[config.mk]
export PLATFORM = sky130hd
export DESIGN_NAME = rbcs_boot_search
export DESIGN_NICKNAME = d
export VERILOG_FILES = /design/src/logic/rbcs_pkg.sv /design/src/logic/rbcs_flash_port.sv /design/src/logic/rbcs_boot_search.sv
export SDC_FILE = /design/constraint.sdc
export NUM_CORES = 1
export LEC_CHECK = 0
export BUFFER_PORTS_ARGS = -buffer_cell sky130_fd_sc_hd__buf_2
export CORE_UTILIZATION = 51
export CTS_CLUSTER_DIAMETER = 30
export DETAILED_ROUTE_END_ITERATION = 16
export PLACE_DENSITY = 0.85
export SETUP_SLACK_MARGIN = 0.2
export SKIP_CTS_REPAIR_TIMING = 1
export SYNTH_ARGS = -nofsm -noshare
export SYNTH_HDL_FRONTEND = slang
export SYNTH_SLANG_ARGS = --single-unit
[constraint.sdc]
create_clock -name clk_sys -period 3.75 [get_ports clk_sys]
set_input_delay 0.75 -clock clk_sys [delete_from_list [all_inputs] [get_ports clk_sys]]
set_output_delay 0.75 -clock clk_sys [all_outputs]
set_load 0.005 [all_outputs]
[src/logic/rbcs_pkg.sv]
//////////////////////////////////////////////////////////////////////////////
// Contract
// - Force pin set at reset enters serial loader; selector 00 serial-character, 01 CAN.
// - Force pin clear starts a flash search for a valid signature first.
// - No valid location found enters static low-power mode with processor waiting.
// - Search runs after power-on, external, internal reset; skipped after software reset.
// - Eight fixed locations probed in order, first 16K through last 256K block.
// - Config half word is upper 16 bits of first word; vector is next word.
// - After applying config bits, execution goes to the stored boot vector.
// - Location valid when half word carries signature; code bit lies inside it.
// - Debugger bypass applies no configuration half word.
//////////////////////////////////////////////////////////////////////////////
package rbcs_pkg;

  localparam int          ADDR_W      = 32;
  localparam int          NUM_LOC     = 8;
  localparam logic [31:0] LOC_ADDR [NUM_LOC] = '{
    32'h00f9_8000, 32'h00f9_c000, 32'h00fa_0000, 32'h00fb_0000,
    32'h0100_0000, 32'h0104_0000, 32'h0108_0000, 32'h010c_0000};
  localparam logic [31:0] VEC_OFFSET  = 32'h0000_0004;
  // Signature bits of the half word, code bit excluded from the compare
  localparam logic [15:0] SIG_MASK    = 16'hfeff;
  localparam logic [15:0] SIG_VALUE   = 16'h005a;
  localparam int          HW_MSB      = 31;
  localparam int          HW_LSB      = 16;
  localparam int          CODE_BIT    = 8;
  localparam logic [1:0]  SEL_SCI     = 2'h0;
  localparam logic [1:0]  SEL_CAN     = 2'h1;

  typedef enum logic [1:0] {
    BOOT_NONE,
    BOOT_SCI,
    BOOT_CAN,
    BOOT_FLASH
  } rbcs_boot_t;

  typedef enum logic [2:0] {
    RESET_POR,
    RESET_EXT,
    RESET_INT,
    RESET_SW,
    RESET_DBG
  } rbcs_cause_t;

endpackage : rbcs_pkg

[src/logic/rbcs_flash_port.sv]
`timescale 1ns/1ps
// Registered read port toward the flash array
module rbcs_flash_port #(
  parameter int ADDR_W = 32
) (
  // Clock and reset
  input  wire logic              clk_sys,
  input  wire logic              rst,
  input  wire logic              clkEn,
  // Request from the search engine
  input  wire logic              reqValid,
  input  wire logic [ADDR_W-1:0] reqAddr,
  // Array side
  output logic                   flashRd,
  output logic [ADDR_W-1:0]      flashAddr,
  input  wire logic              flashAck,
  input  wire logic [31:0]       flashData,
  // Answer
  output logic                   rspValid,
  output logic [31:0]            rspData
);

  logic              rdD;
  logic [ADDR_W-1:0] addrD;
  logic              rspD;
  logic [31:0]       dataD;

  always_comb
  begin
    rdD   = flashRd;
    addrD = flashAddr;
    rspD  = 1'b0;
    dataD = rspData;
    if (reqValid)
    begin
      rdD   = 1'b1;
      addrD = reqAddr;
    end
    else if (flashRd && flashAck)
    begin
      rdD   = 1'b0;
      rspD  = 1'b1;
      dataD = flashData;
    end
  end

  always_ff @(posedge clk_sys or posedge rst)
  begin
    if (rst)
    begin
      flashRd   <= 1'b0;
      flashAddr <= '0;
      rspValid  <= 1'b0;
      rspData   <= 32'h0000_0000;
    end
    else if (clkEn)
    begin
      flashRd   <= rdD;
      flashAddr <= addrD;
      rspValid  <= rspD;
      rspData   <= dataD;
    end
  end

endmodule : rbcs_flash_port

[src/logic/rbcs_boot_search.sv]
`timescale 1ns/1ps
module rbcs_boot_search #(
  parameter int ADDR_W  = rbcs_pkg::ADDR_W,
  parameter int NUM_LOC = rbcs_pkg::NUM_LOC
) (
  // Clock and reset
  input  wire logic                 clk_sys,
  input  wire logic                 rst,
  input  wire logic                 clkEn,
  // Reset sequence
  input  wire logic                 bootStart,
  input  wire rbcs_pkg::rbcs_cause_t resetCause,
  // Strap pins
  input  wire logic                 forceAltBootPin,
  input  wire logic [1:0]           altBootSelectPins,
  // Flash array
  output logic                      flashRd,
  output logic [ADDR_W-1:0]         flashAddr,
  input  wire logic                 flashAck,
  input  wire logic [31:0]          flashData,
  // Core side
  output logic                      bootDone,
  output rbcs_pkg::rbcs_boot_t      bootMode,
  output logic                      staticMode,
  output logic                      cfgApply,
  output logic [15:0]               resetConfigHalfword,
  output logic                      variableLengthCodeBit,
  output logic [ADDR_W-1:0]         bootVector,
  output logic                      coreStart
);

  typedef enum logic [2:0] {
    ST_IDLE, ST_RD_CFG, ST_WAIT_CFG, ST_RD_VEC, ST_WAIT_VEC, ST_DONE
  } rbcs_state_t;

  function automatic logic sigOk(input logic [15:0] hw);
    sigOk = (hw & rbcs_pkg::SIG_MASK) == rbcs_pkg::SIG_VALUE;
  endfunction : sigOk

  rbcs_state_t          stateQ, stateD;
  logic [2:0]           idxQ, idxD;
  logic                 reqValid;
  logic [ADDR_W-1:0]    reqAddr;
  logic                 rspValid;
  logic [31:0]          rspData;
  logic                 doneD, staticD, applyD, startD;
  rbcs_pkg::rbcs_boot_t modeD;
  logic [15:0]          hwD;
  logic [ADDR_W-1:0]    vecD;

  rbcs_flash_port #(.ADDR_W(ADDR_W)) rbcs_flash_port_inst (
    .clk_sys   (clk_sys),
    .rst       (rst),
    .clkEn     (clkEn),
    .reqValid  (reqValid),
    .reqAddr   (reqAddr),
    .flashRd   (flashRd),
    .flashAddr (flashAddr),
    .flashAck  (flashAck),
    .flashData (flashData),
    .rspValid  (rspValid),
    .rspData   (rspData)
  );

  //////////////////////////////////////////////////////////////////////////////
  always_comb
  begin
    stateD   = stateQ;
    idxD     = idxQ;
    reqValid = 1'b0;
    reqAddr  = rbcs_pkg::LOC_ADDR[idxQ][ADDR_W-1:0];
    doneD    = bootDone;
    modeD    = bootMode;
    staticD  = staticMode;
    applyD   = 1'b0;
    startD   = 1'b0;
    hwD      = resetConfigHalfword;
    vecD     = bootVector;
    case (stateQ)
      ST_IDLE:
      begin
        if (bootStart)
        begin
          idxD = 3'h0;
          if (forceAltBootPin)
          begin
            modeD  = (altBootSelectPins == rbcs_pkg::SEL_CAN) ? rbcs_pkg::BOOT_CAN : rbcs_pkg::BOOT_SCI;
            doneD  = 1'b1;
            startD = 1'b1;
            stateD = ST_DONE;
          end
          else if (resetCause == rbcs_pkg::RESET_SW || resetCause == rbcs_pkg::RESET_DBG)
          begin
            modeD  = rbcs_pkg::BOOT_NONE;
            doneD  = 1'b1;
            startD = 1'b1;
            stateD = ST_DONE;
          end
          else
          begin
            stateD = ST_RD_CFG;
          end
        end
      end
      ST_RD_CFG:
      begin
        reqValid = 1'b1;
        stateD   = ST_WAIT_CFG;
      end
      ST_WAIT_CFG:
      begin
        if (rspValid)
        begin
          if (sigOk(rspData[rbcs_pkg::HW_MSB:rbcs_pkg::HW_LSB]))
          begin
            hwD    = rspData[rbcs_pkg::HW_MSB:rbcs_pkg::HW_LSB];
            stateD = ST_RD_VEC;
          end
          else if (idxQ == 3'(NUM_LOC - 1))
          begin
            modeD   = rbcs_pkg::BOOT_NONE;
            staticD = 1'b1;
            doneD   = 1'b1;
            stateD  = ST_DONE;
          end
          else
          begin
            idxD   = idxQ + 3'h1;
            stateD = ST_RD_CFG;
          end
        end
      end
      ST_RD_VEC:
      begin
        reqValid = 1'b1;
        reqAddr  = rbcs_pkg::LOC_ADDR[idxQ][ADDR_W-1:0] + rbcs_pkg::VEC_OFFSET[ADDR_W-1:0];
        stateD   = ST_WAIT_VEC;
      end
      ST_WAIT_VEC:
      begin
        if (rspValid)
        begin
          vecD   = rspData[ADDR_W-1:0];
          applyD = 1'b1;
          startD = 1'b1;
          modeD  = rbcs_pkg::BOOT_FLASH;
          doneD  = 1'b1;
          stateD = ST_DONE;
        end
      end
      ST_DONE:
      begin
        stateD = ST_DONE;
      end
      default:
      begin
        stateD = ST_IDLE;
      end
    endcase
  end

  always_ff @(posedge clk_sys or posedge rst)
  begin
    if (rst)
    begin
      stateQ                <= ST_IDLE;
      idxQ                  <= 3'h0;
      bootDone              <= 1'b0;
      bootMode              <= rbcs_pkg::BOOT_NONE;
      staticMode            <= 1'b0;
      cfgApply              <= 1'b0;
      resetConfigHalfword   <= 16'h0000;
      variableLengthCodeBit <= 1'b0;
      bootVector            <= '0;
      coreStart             <= 1'b0;
    end
    else if (clkEn)
    begin
      stateQ                <= stateD;
      idxQ                  <= idxD;
      bootDone              <= doneD;
      bootMode              <= modeD;
      staticMode            <= staticD;
      cfgApply              <= applyD;
      resetConfigHalfword   <= hwD;
      variableLengthCodeBit <= hwD[rbcs_pkg::CODE_BIT];
      bootVector            <= vecD;
      coreStart             <= startD;
    end
  end
endmodule : rbcs_boot_search

==> results.sh <==
export IMPL_dpl_cell_area_mm2=0.00481
export IMPL_fillers=622
export IMPL_max_freq_mhz=433
export IMPL_crit_buf_inv=0
export IMPL_antenna_cells=0
export IMPL_syn_area_mm2=0.00426
export IMPL_rsz0062_at_grt="no"
export IMPL_fin_crit_ns=2.31
export IMPL_hold_slack_ns=0.470
export IMPL_antenna_found_initial=0
export IMPL_nets=475
export IMPL_cts_sinks=103
export IMPL_initial_core_util_pct=54.0
export IMPL_status="completed"
export IMPL_cts_htree_levels=3
export IMPL_finalCritPeriodShare_pct=61.6
export IMPL_ys_types=38
export IMPL_worstRegToRegCells=3
export IMPL_yosys_top_cells_area="dfrtp_1 (60%), mux2_2 (18%), buf_4 (4.8%)"
export IMPL_p_comb_share_pct=28.2
export IMPL_seq_area_mm2=0.00258
export IMPL_wire_per_inst_um=14.7
export IMPL_grt_max_degree=64
export IMPL_start_kind="register"
export IMPL_antenna_left=0
export IMPL_dr_total_vias=2742
export IMPL_fp_dieW_um=93.4
export IMPL_synth_edf_count=0
export IMPL_io_pins=131
export IMPL_final_hold_viol_count=0
export IMPL_globalRouteTotalUtil_pct=19.5
export IMPL_maxSlewViolCount=0
export IMPL_gp_congestion=0.823
export IMPL_multi_input_area_mm2=0.00149
export IMPL_crit_slowest_cell="nor2_4"
export IMPL_coreArea_mm2=0.00789
export IMPL_clk_latency_ns=0.36
export IMPL_dp_hpwl_mm=5.53
export IMPL_synth_top_cell_by_area="dfrtp_1"
export IMPL_final_layout_size_suffix_gt1_share_pct=48.3
export IMPL_seqPwrFrac_pct=52.6
export IMPL_synth_warnings=0
export IMPL_syn_inst=320
export IMPL_p_int_mw=2.40
export IMPL_r2r_slack_ns=1.44
export IMPL_crit_type="reg -> reg"
export IMPL_drtPass1Iterations=5
export IMPL_post_route_cell_area_mm2=0.00501
export IMPL_gr_total_overflow=0
export IMPL_crit_start="stateQ[0]"
export IMPL_switchingPower_mw=1.05
export IMPL_synth_seq_area_share_pct=60.5
export IMPL_cts_buffer_depth=2
export IMPL_worstHoldPathCells=1
export IMPL_min_from="bootDone"
export IMPL_synth_top_area_share_pct=60.5
export IMPL_endpoint_kind="register"
export IMPL_syn_area_per_cell_um2=13.3
export IMPL_relSlewSlack_pct=36.7
export IMPL_rows=32
export IMPL_vias_per_cell=5.13
export IMPL_path_delay_family="simple AND/OR/NAND/NOR gates"
export IMPL_synth_seq_cells=103
export IMPL_synthFlopType="dfrtp_1"
export IMPL_finClkSkew_ns=0.0112
export IMPL_cts_root_buf="clkbuf_8"
export IMPL_tns_ns=0
export IMPL_hold_path_class="reg -> reg"
export IMPL_p_sw_share_pct=30.3
export IMPL_grt_pass1_wl_mm=12.8
export IMPL_layout_common_cells="buf_2 (110), dfrtp_1 (103), mux2_2 (68)"
export IMPL_syn_to_final_growth_pct=17.5
export IMPL_tightest_slew_ns=0.948
export IMPL_cts_tree="yes"
export IMPL_fp_dieH_um=93.4
export IMPL_worst_slack_ns=1.44
export IMPL_clk_pin_slew_ns=0.09
export IMPL_cap_violations=0
export IMPL_grt_pass1_vias=2697
export IMPL_power_frac_clock_pct=19.2
export IMPL_die_area_mm2=0.00873
export IMPL_layout_commonest_cell="buf_2"
export IMPL_slowest_delay_ns=0.73
export IMPL_drc_errors=0
export IMPL_finalWirelength_mm=7.84
export IMPL_cp_data_arrival_time_ns=2.56
export IMPL_power_density_mw_per_mm2=690
export IMPL_pre_cts_ws_ns=1.12
export IMPL_setup_viol=0
export IMPL_r2r_end="bootVector[14]"
export IMPL_cp_required_ns=4.00
export IMPL_crit_chain="or3b_4 -> nor2_4 -> mux2_2"
export IMPL_worst_r2r_startpoint="stateQ[0]"
export IMPL_min_to="bootDone"
export IMPL_cts_buffers=9
export IMPL_async_flop_share_pct=100
export IMPL_power_leakage_nw=2.58
export IMPL_io_buffers=110
export IMPL_drt_initial_drc_count=51
export IMPL_crit_fanout=33
export IMPL_peakVddDrop_mv=0.423
## metrics by stage
| stage | power (mW) | cells | utilization [%] |
|---|---|---|---|
| final | 3.45 | 535 | 63.5 |
| after floorplan | 2.44 | 339 | - |
| after CTS | 3.50 | 535 | 63.5 |
| after global routing | 3.69 | 535 | 63.5 |
| after global placement | 2.75 | 519 | 61.0 |
| after detailed placement | 2.83 | 519 | 61.0 |
## cells by family (layout without fill, tap and decap cells)
family | count (synthesis) | after routing | synth area share, %
multiplexers | 68 | 68 | 18.0
AO/OA/AOI/OAI | 34 | 34 | 5.31
flip-flops | 103 | 103 | 60.5
AND/OR/NAND/NOR | 65 | 65 | 8.46
other | 1 | 20 | 0.0880
adder cells (fa/ha/maj) | 4 | 4 | 1.17
buffers and inverters | 45 | 139 | 6.52
## worst max path at each step
stage,end,slack (ns),depth (start not counted)
floorplan,bootDone,0.30,1
global placement,bootVector[11],1.18,4
detailed placement,bootVector[14],1.12,4
CTS,bootVector[13],1.42,3
global route,bootVector[16],1.33,3
finish,bootVector[14],1.44,3
## area by class of cell
class	instances	area share, %
Clock buffer	13	3.37
Sequential cell	103	51.5
Clock inverter	3	0.500
Inverter	9	0.725
Multi-Input combinational cell	191	29.8
Tap cell	102	2.55
Timing Repair Buffer	114	11.6
## sequential cells by signal, indices dropped and copies added, names as in the netlist
name and flops:
staticMode 1, rbcs_flash_port_inst.flashAddr 9, idxQ 3, stateQ 3, coreStart 1, cfgApply 1
resetConfigHalfword 16, bootMode 2, rbcs_flash_port_inst.flashRd 1, rbcs_flash_port_inst.rspData 32, rbcs_flash_port_inst.rspValid 1, bootVector 32
bootDone 1
## power groups by stage
stage / combinational, mW / clock [mW] / sequential [mW]
global placement: 0.940 / 0 / 1.81
finish: 0.973 / 0.662 / 1.82
global route: 1.08 / 0.724 / 1.88
detailed placement: 0.988 / 0 / 1.84
CTS: 0.992 / 0.686 / 1.82
floorplan: 0.666 / 0 / 1.77
## cell usage after synthesis (2+ instances only)
master / n
inv_1: 9
a21oi_2: 2
buf_4: 27
clkbuf_1: 2
dfrtp_1: 103
nor2b_1: 11
nand2b_1: 6
a21o_1: 4
nand4_1: 2
ha_1: 4
nand2_1: 19
a21oi_1: 5
nor2_1: 4
o21ai_0: 11
o31ai_1: 4
nand3_1: 6
and2b_1: 2
buf_2: 6
nor3_1: 3
or2_2: 5
mux2_2: 68
## metal layers
layer  up-vias  track usage [%]  share of wire, %
met5         -                0                 0
met4         0             7.69               1.4
met3         9             5.53               6.7
met2       105             32.1                50
met1      1351             24.2                42
li1       1277                -                 -
(Power assumes the default switching activity.)
